<file path="config.mk">
export PLATFORM = sky130hd
export DESIGN_NAME = cpe_counter
export DESIGN_NICKNAME = d
export VERILOG_FILES = /design/src/cpe_sync_edge.v /design/src/cpe_counter.v
export VERILOG_INCLUDE_DIRS = /design/src /design/src/src
export SDC_FILE = /design/constraint.sdc
export NUM_CORES = 2
export LEC_CHECK = 0
export BUFFER_PORTS_ARGS = -buffer_cell sky130_fd_sc_hd__buf_2
export CORE_ASPECT_RATIO = 1.5
export CORE_UTILIZATION = 56
export DETAILED_ROUTE_END_ITERATION = 16
export GPL_TIMING_DRIVEN = 0
export PLACE_DENSITY = 0.84
export SETUP_SLACK_MARGIN = 0.1
export SYNTH_ARGS = -nofsm -noshare
export SYNTH_HDL_FRONTEND = slang
export SYNTH_SLANG_ARGS = --single-unit
</file>
<file path="constraint.sdc">
create_clock -name clk_i -period 5.7 [get_ports clk_i]
set_input_delay 0.285 -clock clk_i [delete_from_list [all_inputs] [get_ports clk_i]]
set_output_delay 0.285 -clock clk_i [all_outputs]
set_load 0.05 [all_outputs]
</file>
<file path="src/cpe_defines.vh">
// Constants for the counter channel: register map, fields, reset values.
// Assumes a 32-bit classic Wishbone bus with byte addressing.
`ifndef CPE_DEFINES_VH
`define CPE_DEFINES_VH

// ****************************************
// Register byte offsets
// ****************************************
`define CPE_ADR_CTRL    8'h00
`define CPE_ADR_STATUS  8'h04
`define CPE_ADR_INIT    8'h08
`define CPE_ADR_DELAY   8'h0c
`define CPE_ADR_WIDTH   8'h10
`define CPE_ADR_COUNT   8'h14
`define CPE_ADR_FIFO    8'h18

// ****************************************
// Control fields
// ****************************************
`define CPE_CTRL_ARM     0
`define CPE_CTRL_DISARM  1
`define CPE_CTRL_MODE_LO 4
`define CPE_CTRL_MODE_HI 6
`define CPE_CTRL_DEC_LO  8
`define CPE_CTRL_DEC_HI  9
`define CPE_CTRL_SRC_F   12
`define CPE_CTRL_GATE_F  13
`define CPE_CTRL_AUX_F   14
`define CPE_CTRL_SMP_F   15
`define CPE_CTRL_SMP_G   16
`define CPE_CTRL_RST     32'h0000_0000

// ****************************************
// Status fields
// ****************************************
`define CPE_ST_ARMED     0
`define CPE_ST_DONE      1
`define CPE_ST_OVERRUN   2
`define CPE_ST_FIFO_OVF  3
`define CPE_ST_EMPTY     4
`define CPE_ST_FULL      5
`define CPE_ST_PULSE     6

// ****************************************
// Mode and decode codes
// ****************************************
`define CPE_MODE_POS      3'h0
`define CPE_MODE_POS_HWT  3'h1
`define CPE_MODE_SEP_ONE  3'h2
`define CPE_MODE_SEP_IMP  3'h3
`define CPE_MODE_SEP_SMP  3'h4
`define CPE_MODE_SEP_HWT  3'h5
`define CPE_MODE_PULSE    3'h6
`define CPE_MODE_PULSE_TR 3'h7

`define CPE_DEC_SINGLE    2'h0
`define CPE_DEC_DOUBLE    2'h1
`define CPE_DEC_QUAD      2'h2
`define CPE_DEC_TWO_PULSE 2'h3

// ****************************************
// Reset values
// ****************************************
`define CPE_INIT_RST      32'h0000_0000
`define CPE_DELAY_RST     32'h0000_0000
`define CPE_WIDTH_RST     32'h0000_0001

`endif

</file>
<file path="src/cpe_sync_edge.v">
// Three-stage synchroniser with edge detection for a group of pins.
// Assumes inputs are asynchronous to clk_i.
`timescale 1ns/1ns
module cpe_sync_edge #(
	parameter W = 6
) (
	// Clock and reset
	input  wire         clk_i,
	input  wire         rst_i,
	// Pins and detected levels and edges
	input  wire [W-1:0] pin_i,
	output reg  [W-1:0] lvl_o,
	output reg  [W-1:0] rise_o,
	output reg  [W-1:0] fall_o
);

	reg [W-1:0] s1_q;
	reg [W-1:0] s2_q;
	reg [W-1:0] s3_q;
	wire [W-1:0] agree;
	wire [W-1:0] lvl_d;

	// A change counts only once stages two and three agree
	assign agree = ~(s2_q ^ s3_q);
	assign lvl_d = (agree & s2_q) | (~agree & lvl_o);

	always @(posedge clk_i) begin
		if (rst_i) begin
			s1_q   <= {W{1'b0}};
			s2_q   <= {W{1'b0}};
			s3_q   <= {W{1'b0}};
			lvl_o  <= {W{1'b0}};
			rise_o <= {W{1'b0}};
			fall_o <= {W{1'b0}};
		end else begin
			s1_q   <= pin_i;
			s2_q   <= s1_q;
			s3_q   <= s2_q;
			lvl_o  <= lvl_d;
			rise_o <= lvl_d & ~lvl_o;
			fall_o <= ~lvl_d & lvl_o;
		end
	end

endmodule

</file>
<file path="src/cpe_counter.v">
// Counter channel: position capture, edge separation, single pulse.
// Assumes a classic Wishbone master and a DMA engine on the result stream.
`timescale 1ns/1ns
`include "cpe_defines.vh"
module cpe_counter #(
	parameter CW    = 32,
	parameter DEPTH = 16,
	parameter AW    = 4
) (
	// Clock and reset
	input  wire        clk_i,
	input  wire        rst_i,
	// Wishbone slave
	input  wire        wb_cyc_i,
	input  wire        wb_stb_i,
	input  wire        wb_we_i,
	input  wire [7:0]  wb_adr_i,
	input  wire [3:0]  wb_sel_i,
	input  wire [31:0] wb_dat_i,
	output reg  [31:0] wb_dat_o,
	output reg         wb_ack_o,
	// Counter pins
	input  wire        enc_a_i,
	input  wire        enc_b_i,
	input  wire        source_i,
	input  wire        gate_i,
	input  wire        second_edge_i,
	input  wire        sample_clk_i,
	output reg         pulse_o,
	// Result stream to DMA
	output reg         dma_valid_o,
	output reg  [31:0] dma_data_o,
	input  wire        dma_ready_i
);

	// ****************************************
	// States
	// ****************************************
	localparam [3:0] ST_IDLE    = 4'h0;
	localparam [3:0] ST_POS     = 4'h1;
	localparam [3:0] ST_WAIT2   = 4'h2;
	localparam [3:0] ST_RUN     = 4'h3;
	localparam [3:0] ST_RESTART = 4'h4;
	localparam [3:0] ST_DONE    = 4'h5;
	localparam [3:0] ST_DELAY   = 4'h6;
	localparam [3:0] ST_HIGH    = 4'h7;
	localparam [3:0] ST_TRIG    = 4'h8;

	// ****************************************
	// Pin synchronisers
	// ****************************************
	wire [5:0] lvl;
	wire [5:0] rise;
	wire [5:0] fall;

	cpe_sync_edge #(
		.W(6)
	) u_sync (
		.clk_i  (clk_i),
		.rst_i  (rst_i),
		.pin_i  ({sample_clk_i, second_edge_i, gate_i, source_i,
		          enc_b_i, enc_a_i}),
		.lvl_o  (lvl),
		.rise_o (rise),
		.fall_o (fall)
	);

	// ****************************************
	// Registers
	// ****************************************
	reg [31:0]   ctrl_q;
	reg [31:0]   init_q;
	reg [31:0]   delay_q;
	reg [31:0]   width_q;
	reg          arm_q;
	reg          disarm_q;
	reg          overrun_q;
	reg          fovf_q;
	reg [3:0]    st_q;
	reg [CW-1:0] cnt_q;
	reg [CW-1:0] res_q;
	reg          res_ok_q;
	reg          seen_gate_q;
	reg          seen_aux_q;
	reg [31:0]   mem [0:DEPTH-1];
	reg [AW-1:0] wp_q;
	reg [AW-1:0] rp_q;
	reg [AW:0]   fcnt_q;

	wire [2:0] mode = ctrl_q[`CPE_CTRL_MODE_HI:`CPE_CTRL_MODE_LO];
	wire [1:0] dec  = ctrl_q[`CPE_CTRL_DEC_HI:`CPE_CTRL_DEC_LO];

	// Selected active edges
	wire src_act  = ctrl_q[`CPE_CTRL_SRC_F] ? fall[2] : rise[2];
	wire gate_act = ctrl_q[`CPE_CTRL_GATE_F] ? fall[3] : rise[3];
	wire aux_act  = ctrl_q[`CPE_CTRL_AUX_F] ? fall[4] : rise[4];
	wire smp_r    = ctrl_q[`CPE_CTRL_SMP_G] ? rise[3] : rise[5];
	wire smp_f    = ctrl_q[`CPE_CTRL_SMP_G] ? fall[3] : fall[5];
	wire smp_act  = ctrl_q[`CPE_CTRL_SMP_F] ? smp_f : smp_r;

	wire sep_smp = (mode == `CPE_MODE_SEP_SMP) ||
	               (mode == `CPE_MODE_SEP_HWT);

	// ****************************************
	// Quadrature and two-pulse decode
	// ****************************************
	reg up;
	reg dn;
	always @* begin
		up = 1'b0;
		dn = 1'b0;
		case (dec)
		`CPE_DEC_SINGLE: begin
			up = rise[0] & ~lvl[1];
			dn = fall[0] & ~lvl[1];
		end
		`CPE_DEC_DOUBLE: begin
			up = (rise[0] & ~lvl[1]) | (fall[0] & lvl[1]);
			dn = (rise[0] & lvl[1]) | (fall[0] & ~lvl[1]);
		end
		`CPE_DEC_QUAD: begin
			up = (rise[0] & ~lvl[1]) | (fall[0] & lvl[1]) |
			     (rise[1] & lvl[0]) | (fall[1] & ~lvl[0]);
			dn = (rise[0] & lvl[1]) | (fall[0] & ~lvl[1]) |
			     (rise[1] & ~lvl[0]) | (fall[1] & lvl[0]);
		end
		default: begin
			up = rise[0];
			dn = rise[1];
		end
		endcase
	end

	// ****************************************
	// Bus decode
	// ****************************************
	wire acc    = wb_cyc_i & wb_stb_i & ~wb_ack_o;
	wire wr     = acc & wb_we_i;
	wire rd     = acc & ~wb_we_i;
	wire sw_pop = rd & (wb_adr_i == `CPE_ADR_FIFO);

	function [31:0] merge;
		input [31:0] old;
		input [31:0] dat;
		input [3:0]  sel;
		integer i;
		begin
			merge = old;
			for (i = 0; i < 4; i = i + 1) begin
				if (sel[i]) begin
					merge[i*8 +: 8] = dat[i*8 +: 8];
				end
			end
		end
	endfunction

	// ****************************************
	// Measurement engine
	// ****************************************
	reg          push;
	reg [31:0]   push_dat;
	reg [3:0]    st_d;
	reg [CW-1:0] cnt_d;
	reg          pulse_d;
	reg          res_ok_d;
	reg          ovr_set;
	wire [CW-1:0] init_c = init_q[CW-1:0];

	always @* begin
		st_d     = st_q;
		cnt_d    = cnt_q;
		pulse_d  = pulse_o;
		res_ok_d = res_ok_q;
		push     = 1'b0;
		push_dat = 32'h0000_0000;
		ovr_set  = 1'b0;
		case (st_q)
		ST_IDLE: begin
			pulse_d = 1'b0;
		end
		ST_POS: begin
			if (up && !dn) begin
				cnt_d = cnt_q + 1'b1;
			end else if (dn && !up) begin
				cnt_d = cnt_q - 1'b1;
			end
			if (smp_act) begin
				push     = 1'b1;
				push_dat = cnt_d;
			end
		end
		ST_WAIT2: begin
			if (aux_act) begin
				st_d = ST_RUN;
			end
		end
		ST_RUN: begin
			if (src_act) begin
				cnt_d = cnt_q + 1'b1;
			end
			if (gate_act) begin
				cnt_d = cnt_q;
				if (sep_smp) begin
					res_ok_d = 1'b1;
				end else begin
					push     = 1'b1;
					push_dat = cnt_q;
				end
				if (mode == `CPE_MODE_SEP_ONE) begin
					st_d = ST_DONE;
				end else begin
					st_d = ST_RESTART;
				end
			end
		end
		ST_RESTART: begin
			if (gate_act) begin
				cnt_d = init_c;
				st_d  = ST_WAIT2;
			end
		end
		ST_DELAY: begin
			if (cnt_q >= delay_q[CW-1:0]) begin
				pulse_d = 1'b1;
				cnt_d   = {CW{1'b0}};
				st_d    = ST_HIGH;
			end else if (src_act) begin
				cnt_d = cnt_q + 1'b1;
			end
		end
		ST_HIGH: begin
			if (src_act) begin
				cnt_d = cnt_q + 1'b1;
				if (cnt_d >= width_q[CW-1:0]) begin
					pulse_d = 1'b0;
					st_d    = ST_DONE;
				end
			end
		end
		ST_TRIG: begin
			if (gate_act) begin
				cnt_d = {CW{1'b0}};
				st_d  = ST_DELAY;
			end
		end
		default: begin
			pulse_d = 1'b0;
		end
		endcase
		// Sample edge in the sampled separation modes (CPE_MODE_SEP_SMP, CPE_MODE_SEP_HWT); results wait for it
		if (sep_smp && st_q != ST_IDLE && smp_act) begin
			if (!((seen_gate_q || gate_act) &&
			      (seen_aux_q || aux_act))) begin
				ovr_set = 1'b1;
			end
			if (res_ok_d) begin
				push     = 1'b1;
				push_dat = (res_ok_q) ? res_q : cnt_q;
				res_ok_d = 1'b0;
			end
		end
		if (arm_q) begin
			cnt_d    = init_c;
			pulse_d  = 1'b0;
			res_ok_d = 1'b0;
			case (mode)
			`CPE_MODE_POS,
			`CPE_MODE_POS_HWT:  st_d = ST_POS;
			`CPE_MODE_PULSE:    st_d = ST_DELAY;
			`CPE_MODE_PULSE_TR: st_d = ST_TRIG;
			default:            st_d = ST_WAIT2;
			endcase
			if (mode == `CPE_MODE_PULSE ||
			    mode == `CPE_MODE_PULSE_TR) begin
				cnt_d = {CW{1'b0}};
			end
		end
		if (disarm_q) begin
			st_d    = ST_IDLE;
			pulse_d = 1'b0;
		end
	end

	// ****************************************
	// Result FIFO and DMA output stage
	// ****************************************
	wire fifo_full = (fcnt_q == DEPTH[AW:0]);
	wire ostage_go = (fcnt_q != {(AW+1){1'b0}}) &&
	                 (!dma_valid_o || (dma_valid_o && dma_ready_i) ||
	                  sw_pop);
	wire do_push   = push && !fifo_full;
	wire do_pull   = ostage_go;

	always @(posedge clk_i) begin
		if (rst_i) begin
			wp_q        <= {AW{1'b0}};
			rp_q        <= {AW{1'b0}};
			fcnt_q      <= {(AW+1){1'b0}};
			dma_valid_o <= 1'b0;
			dma_data_o  <= 32'h0000_0000;
		end else begin
			if (do_push) begin
				mem[wp_q] <= push_dat;
				wp_q      <= wp_q + 1'b1;
			end
			if (do_pull) begin
				rp_q        <= rp_q + 1'b1;
				dma_data_o  <= mem[rp_q];
				dma_valid_o <= 1'b1;
			end else if ((dma_valid_o && dma_ready_i) || sw_pop) begin
				dma_valid_o <= 1'b0;
			end
			if (do_push && !do_pull) begin
				fcnt_q <= fcnt_q + 1'b1;
			end else if (!do_push && do_pull) begin
				fcnt_q <= fcnt_q - 1'b1;
			end
		end
	end

	// ****************************************
	// Engine registers and bus slave
	// ****************************************
	always @(posedge clk_i) begin
		if (rst_i) begin
			ctrl_q      <= `CPE_CTRL_RST;
			init_q      <= `CPE_INIT_RST;
			delay_q     <= `CPE_DELAY_RST;
			width_q     <= `CPE_WIDTH_RST;
			arm_q       <= 1'b0;
			disarm_q    <= 1'b0;
			overrun_q   <= 1'b0;
			fovf_q      <= 1'b0;
			st_q        <= ST_IDLE;
			cnt_q       <= {CW{1'b0}};
			res_q       <= {CW{1'b0}};
			res_ok_q    <= 1'b0;
			seen_gate_q <= 1'b0;
			seen_aux_q  <= 1'b0;
			pulse_o     <= 1'b0;
			wb_ack_o    <= 1'b0;
			wb_dat_o    <= 32'h0000_0000;
		end else begin
			st_q     <= st_d;
			cnt_q    <= cnt_d;
			pulse_o  <= pulse_d;
			res_ok_q <= res_ok_d;
			if (st_q == ST_RUN && gate_act) begin
				res_q <= cnt_q;
			end
			// Seen flags span one sample period
			if ((sep_smp && smp_act) || arm_q) begin
				seen_gate_q <= 1'b0;
				seen_aux_q  <= 1'b0;
			end else begin
				seen_gate_q <= seen_gate_q | gate_act;
				seen_aux_q  <= seen_aux_q | aux_act;
			end
			arm_q    <= wr && wb_adr_i == `CPE_ADR_CTRL &&
			            wb_sel_i[0] && wb_dat_i[`CPE_CTRL_ARM];
			disarm_q <= wr && wb_adr_i == `CPE_ADR_CTRL &&
			            wb_sel_i[0] && wb_dat_i[`CPE_CTRL_DISARM];
			// Set wins over a clear in the same cycle
			if (ovr_set) begin
				overrun_q <= 1'b1;
			end else if (wr && wb_adr_i == `CPE_ADR_STATUS &&
			             wb_sel_i[0] && wb_dat_i[`CPE_ST_OVERRUN]) begin
				overrun_q <= 1'b0;
			end
			if (push && fifo_full) begin
				fovf_q <= 1'b1;
			end else if (wr && wb_adr_i == `CPE_ADR_STATUS &&
			             wb_sel_i[0] && wb_dat_i[`CPE_ST_FIFO_OVF]) begin
				fovf_q <= 1'b0;
			end
			if (wr) begin
				case (wb_adr_i)
				`CPE_ADR_CTRL: begin
					ctrl_q <= merge(ctrl_q, wb_dat_i, wb_sel_i) &
					          32'hffff_fffc;
				end
				`CPE_ADR_INIT:  init_q <= merge(init_q, wb_dat_i, wb_sel_i);
				`CPE_ADR_DELAY: delay_q <= merge(delay_q, wb_dat_i, wb_sel_i);
				`CPE_ADR_WIDTH: width_q <= merge(width_q, wb_dat_i, wb_sel_i);
				default: begin
				end
				endcase
			end
			wb_ack_o <= acc;
			if (rd) begin
				case (wb_adr_i)
				`CPE_ADR_CTRL:   wb_dat_o <= ctrl_q;
				`CPE_ADR_STATUS: wb_dat_o <= {16'h0000,
					{(7-AW){1'b0}}, fcnt_q, 1'b0, pulse_o, fifo_full,
					~dma_valid_o, fovf_q, overrun_q,
					st_q == ST_DONE, st_q != ST_IDLE};
				`CPE_ADR_INIT:   wb_dat_o <= init_q;
				`CPE_ADR_DELAY:  wb_dat_o <= delay_q;
				`CPE_ADR_WIDTH:  wb_dat_o <= width_q;
				`CPE_ADR_COUNT:  wb_dat_o <= cnt_q;
				`CPE_ADR_FIFO:   wb_dat_o <= dma_valid_o ? dma_data_o :
				                             32'h0000_0000;
				default:         wb_dat_o <= 32'h0000_0000;
				endcase
			end
		end
	end

endmodule

</file>
### Yosys cells after proc, flatten, opt, wreduce, memory -nomap -nowiden

Memory sizes are Yosys's and may differ from the RTL's. A register that Yosys moved wholly into a read port is not among the register bits.
Cells that the tools add are included.

* latch bits: 0
* RAM bits: 512
* ROM bits: 0
* output and inout bits: 67
* memories: 1
* logic and storage cells: 254
* flip-flop bits (word level): 285

Memory list
* mem: depth 16, width 32, read ports 1, clocked after Yosys merged registers in 1, write ports 1, RTL line cpe_counter.v:85 `reg [31:0] mem [0:DEPTH-1];`

* equal/unequal tests: 34
* reduce and logical (&&, ||, !) cells: 71
* add/subtract/negate cells: 6
* mux-type cells: 64
* bitwise gates (word level): 37
* multiply operators: 0
* order comparisons: 2
* shift-type cells: 0
* divide/modulo/power cells: 0

Operators by type and width (count)
* 32-bit two-way mux: 16
* 32-bit case mux with 7 select lines: 1
* 32-bit case mux with 6 select lines: 1
* 32-bit greater-or-equal comparator: 2
* 32-bit case mux with 2 select lines: 1
* 3-bit AND reduction: 16
* 32-bit by 1-bit adder with 32-bit output (second input constant): 1
* 4-bit two-way mux: 8
* 32-bit by 1-bit subtractor with 32-bit output (second input constant): 1
* 1-bit two-way mux: 29
* 6-bit AND: 4
* 8-bit by 5-bit equality test with 1-bit output (second input constant): 3
* 3-bit inequality test (second input constant): 8
* 6-bit inverter: 4
* 4-bit case mux with 6 select lines: 1
* 1-bit logical AND: 21
* 4-bit by 3-bit equality test with 1-bit output (second input constant): 4
* 8-bit by 4-bit equality test with 1-bit output (second input constant): 2
* 7-bit nonzero test: 2
* 1-bit AND: 13
* 3-bit equality test (second input constant): 4
* 4-bit case mux with 3 select lines: 1
* 5-bit two-way mux: 2
* 1-bit case mux with 3 select lines: 3
* 31 further kinds: 66

### Logic depth before layout (Yosys ltp)

* depth after elaboration: 14
* mapped depth: 16
* gate-level depth less buffers: 16

### Hierarchy

A second synthesis with hierarchy kept.

* cells, all modules: 3216
* area total of the unflattened synthesis: 37537.3 um^2

By module, submodules not included
* cpe_counter: area each 36379.9 um^2, cells an instance 3129, instances 1, sequential area each 21000.1 um^2
* cpe_sync_edge: area each 1157.4 um^2, cells an instance 87, instances 1, sequential area each 720.7 um^2

### Worst setup path after synthesis

Ideal clock, no wire load.

* path kind: reg-to-reg
* start point: register st_q[3]
* end point: memory mem[10][0], enable pin
* period minus slack after synthesis: 5.304 ns
* required time: 5.187 ns
* setup slack: 0.396 ns
* buffers on the path: 1
* stages on the path, launching flop included: 8
* data arrival time: 4.791 ns
* cell sequence: dfxtp_1 > nand2b_1 > clkbuf_1 > nor3_2 > nand2b_1 > nand3_1 > nand2_1 > nor4b_1

* word-level cells in the longest chain between the ends: 8

Ends and longest elaborated chain
* start, declared: RTL line cpe_counter.v:79 `reg [3:0] st_q;`
* start signal, assigned: RTL line cpe_counter.v:344 `st_q <= st_d;`
* 4-bit by 2-bit equality test with 1-bit output, or another cell as far along: RTL line cpe_counter.v:177 `case (st_q)`
* 1-bit case mux with 2 select lines, or another cell as far along: RTL line cpe_counter.v:177
* 1-bit two-way mux / 1-bit logical AND (equally long branches): RTL line cpe_counter.v:256, cpe_counter.v:251
* 1-bit two-way mux *: RTL line cpe_counter.v:251 `if (sep_smp && st_q != ST_IDLE && smp_act) begin`
* 1-bit logical AND *: RTL line cpe_counter.v:291 `wire do_push = push && !fifo_full;`
* 1-bit two-way mux *: RTL line cpe_counter.v:302 `if (do_push) begin`
* 1-bit two-way mux *: RTL line cpe_counter.v:295 `if (rst_i) begin`
* 1-bit two-way mux (implied by the code) *: RTL line cpe_counter.v:303 `mem[wp_q] <= push_dat;`
* end, declared: RTL line cpe_counter.v:85

Every way passes the cells marked *; elsewhere a longest branch is shown, timed or not.

### Final worst setup path

* start point: register cnt_q[9]
* end point: register pulse_o

* word-level cells in the longest chain between the ends: 4

Ends and longest elaborated chain
* start, declared: RTL line cpe_counter.v:80 `reg [CW-1:0] cnt_q;`
* start signal, assigned: RTL line cpe_counter.v:335 `cnt_q <= {CW{1'b0}};`
* start signal, assigned: RTL line cpe_counter.v:345 `cnt_q <= cnt_d;`
* 32-bit by 1-bit adder with 32-bit output: RTL line cpe_counter.v:233 `cnt_d = cnt_q + 1'b1;`
* 32-bit greater-or-equal comparator: RTL line cpe_counter.v:234 `if (cnt_d >= width_q[CW-1:0]) begin`
* 2-bit inequality test (no line)
* 4-bit AND reduction (no line) *
* end signal, assigned: RTL line cpe_counter.v:346 `pulse_o <= pulse_d;`
* end, declared: RTL line cpe_counter.v:29 `output reg pulse_o,`

Marked as above.
A chain may end at the register's enable or synchronous reset.

==> impl_metrics.py <==
metrics = {
    "outcome": {
        "status": "finished with violations",
        "violations": "max-capacitance violations, max-slew violations, negative setup slack",
    },
    "placed_design": {
        "place.gp.congestion": 1.09,
        "placed_area_um2": 40100,
        "place_ws_ps": 128,
        "dp_hpwl_um": 109000,
        "portBuffers": 121,
    },
    "power_and_ir_drop": {
        "combPwrFrac_pct": 17.9,
        "p_switching_mw": 4.53,
        "swShare_pct": 30.4,
        "p_int_mw": 10.4,
        "clockPowerShare_pct": 36.8,
        "p_leak_nw": 14.4,
        "powerDensity_nw_per_um2": 344,
        "power_frac_seq_pct": 45.3,
        "peakVddDrop_v": 0.000272,
    },
    "global_route": {
        "grt_pass1_wl_um": 225000,
        "grt_pass1_vias": 30121,
        "grt_max_degree": 25,
        "antenna_found_initial": 19,
        "grtUsageTotal_pct": 48.4,
        "gr-total-overflow": 0,
    },
    "drt": {
        "wl_um": 159000,
        "drt-vias-per-instance": 7.04,
        "dr.pass1.iters": 12,
        "routedWlPerCell_um": 36.2,
        "drc_errors": 0,
        "drt_iter0_drc": 4463,
        "vias": 30993,
        "ant_nets": 0,
    },
    "yosys": {
        "syn-num-nets": 3276,
        "synth-main-ff-cell": "edfxtp_1",
        "yosys_warnings": 0,
        "async_flop_share_pct": 0,
        "synth-seq-area-share_pct": 57.7,
        "syn_avg_cell_area_um2": 12.0,
        "yosys.cell_types.count": 86,
        "synth_area_um2": 37700,
        "synth_seq_cells": 829,
        "synth_edf_count": 512,
        "syn_inst": 3141,
    },
    "sta": {
        "clock_skew_ps": 40.9,
        "finalSetupViolCount": 4,
        "finalHoldViolations": 0,
        "maxSlewViolCount": 59,
        "rsz0062_at_grt": "true",
        "tightest_slew_ps": 1660,
        "postLayoutSetupSlackWorst_ps": -98.4,
        "layout_min_cycle_time_ps": 5800,
        "period_share_pct": 102,
        "max_freq_mhz": 172,
        "slew-limit-headroom_pct": -10.5,
    },
    "final_layout": {
        "drive_gt1_share_pct": 14.6,
        "nets": 3575,
        "areaGrowthSynthToFinish_pct": 15.1,
        "fillers": 4741,
        "finalInstanceArea_um2": 43400,
    },
    "cts": {
        "cts_tree": "done",
        "clockBufferDepth": 3,
        "cts.sinks": 829,
        "htree_num_levels": 3,
        "cts_made_buffers": 77,
        "insertion_delay_ps": 700,
        "cts_root_buffer": "clkbuf_16",
        "clk_pin_slew_ps": 80,
    },
    "worst_setup_path": {
        "r2r_cells": 14,
        "startpoint_type": "register",
        "r2r-start": "cnt_q[9]",
        "crit_type": "reg2reg",
        "timing.rr.end": "pulse_o",
        "r2r_slack_ps": -100,
        "required_ps": 6270,
        "path_max_fanout": 7,
        "cp_data_arrival_time_ps": 6370,
        "crit_path_end_kind": "register",
    },
    "die": {
        "die_area_um2": 68300,
        "pin_count": 123,
        "start_util_pct": 56.5,
        "chipWidth_um": 214,
        "core_um2": 66600,
        "rows": 116,
        "die_y_um": 320,
    },
    "hold_path": {
        "worstHoldStart": "wb_dat_i[10]",
        "whs_path_depth": 3,
        "worstHoldEndpoint": "ctrl_q[10]",
        "hold_path_class": "in2reg",
    },
    "run": {
        "cap_viol_max_count": 5,
    },
}
critical path: stages, from the launching register on:
cell       delay, ps
dfxtp_1          580
and4_2           570
nand3_1          310
nor4_4           520
buf_4            270
nand2_1           90
xnor2_1          710
ha_1             250
nand4_1          330
nor4_2           710
o21ai_0          280
o211ai_1         270
nand2_1          120
or3_1            310
a2111oi_0        320
metal layers:
| layer | part of all wire [%] | GRT usage, % | wire length, µm |
|---|---|---|---|
| met3 | 14 | 24.6 | 21800 |
| met1 | 30 | 49.6 | 48000 |
| met2 | 44 | 69.7 | 70200 |
| met5 | 0.068 | 0.220 | 108 |
| met4 | 12 | 47.6 | 19300 |
state kept, by name, summed over array words and instances (netlist names), 5 cells and up:
signal / count
cnt_q: 32
ctrl_q: 30
delay_q: 32
dma_data_o: 32
fcnt_q: 5
init_c: 32
mem: 512
res_q: 32
u_sync.fall_o: 6
u_sync.lvl_o: 6
u_sync.rise_o: 6
u_sync.s1_q: 6
u_sync.s2_q: 6
u_sync.s3_q: 6
wb_dat_o: 32
width_q: 32
per-stage QoR:
step           cells  power (mW)  utilization [%]  TNS, ps  hold slack, ps
6_report        4400        14.9             65.1     -374            17.4
5_1_grt         4386        15.1             65.0        0            21.1
4_1_cts         4374        14.7             64.7        0            4.88
3_5_place_dp    4197        9.28             60.2        0             412
3_3_place_gp    4147        9.20             59.1  -710300             401
2_1_floorplan   3141        8.31                -        0             393
cell type report:
cell class                 instances  area [µm²]  area share (%)
clock inverter                    40         504            1.16
inverter                          89         334           0.771
sequential                       829       21700            50.1
multi-input combinational       2007       15000            34.6
antenna                           16        40.0          0.0924
tap                              885        1110            2.55
clock buffer                      98        2090            4.81
buffer                           216         851            1.96
timing repair buffer             220        1690            3.90
kinds of logic (layout without fill, tap and decap cells):
family	Yosys count	after routing	synth area share (%)
fa+ha+maj	80	80	2.67
mux	321	321	12.4
compound gates	638	638	11.4
buf+inv	305	663	3.14
simple gates	883	883	10.7
other cells	0	16	0
xor+xnor	85	85	1.98
flops	829	829	57.7
cells in the mapped netlist (52+ instances only):
cell      count  area (µm²)
nand2_1     305        1140
nand3_1      52         260
a21oi_1     183         916
o21ai_0      97         485
edfxtp_1    512       15400
dfxtp_1     317        6350
clkbuf_1    172         646
ha_1         78         976
mux2i_1     202        2020
a22oi_1      84         631
inv_1        88         330
mux4_2      116        2610
nor2_1      298        1120
worst max-delay path by stage:
stage | slack [ps] | end | from
floorplan | 400 | mem[10][0] | st_q[3]
global placement | -4710 | mem[8][20] | ctrl_q[13]
detailed placement | 130 | st_q[0] | cnt_q[5]
CTS | 100 | st_q[0] | cnt_q[5]
global route | 50 | pulse_o | cnt_q[9]
finish | -100 | pulse_o | cnt_q[9]
placed cells by master, fill, tap and decap left out, drive strengths merged, types with 16 or more instances in the layout:
cell type	n
dlygate4sd3	39
o21ai	100
xnor2	51
mux4	116
clkbuf	270
o22ai	39
buf	225
clkinv	26
nand2	305
nand2b	23
dfxtp	317
nor2b	29
nor3	58
edfxtp	512
nand4	25
a22oi	84
nand3	52
o221ai	16
ha	78
mux2i	202
a211oi	26
xor2	34
nor2	299
o211ai	24
a222oi	29
a21oi	183
diode	16
inv	92
a221oi	23
power by group through the flow:
stage	logic, mW	registers, mW	clock network, mW
floorplan	1.40	6.91	0
global placement	2.41	6.80	0
CTS	2.55	6.67	5.44
detailed placement	2.49	6.80	0
finish	2.67	6.75	5.48
global route	2.73	6.73	5.69
repair_timing:
action                                 4_1_cts  5_1_grt
gates resized for setup                      0       10
endpoints found under the hold margin      126        0
hold buffers                                39        0
setup buffers                                0        1
setup endpoints to repair                    0        6
(Power assumes the default switching activity.)
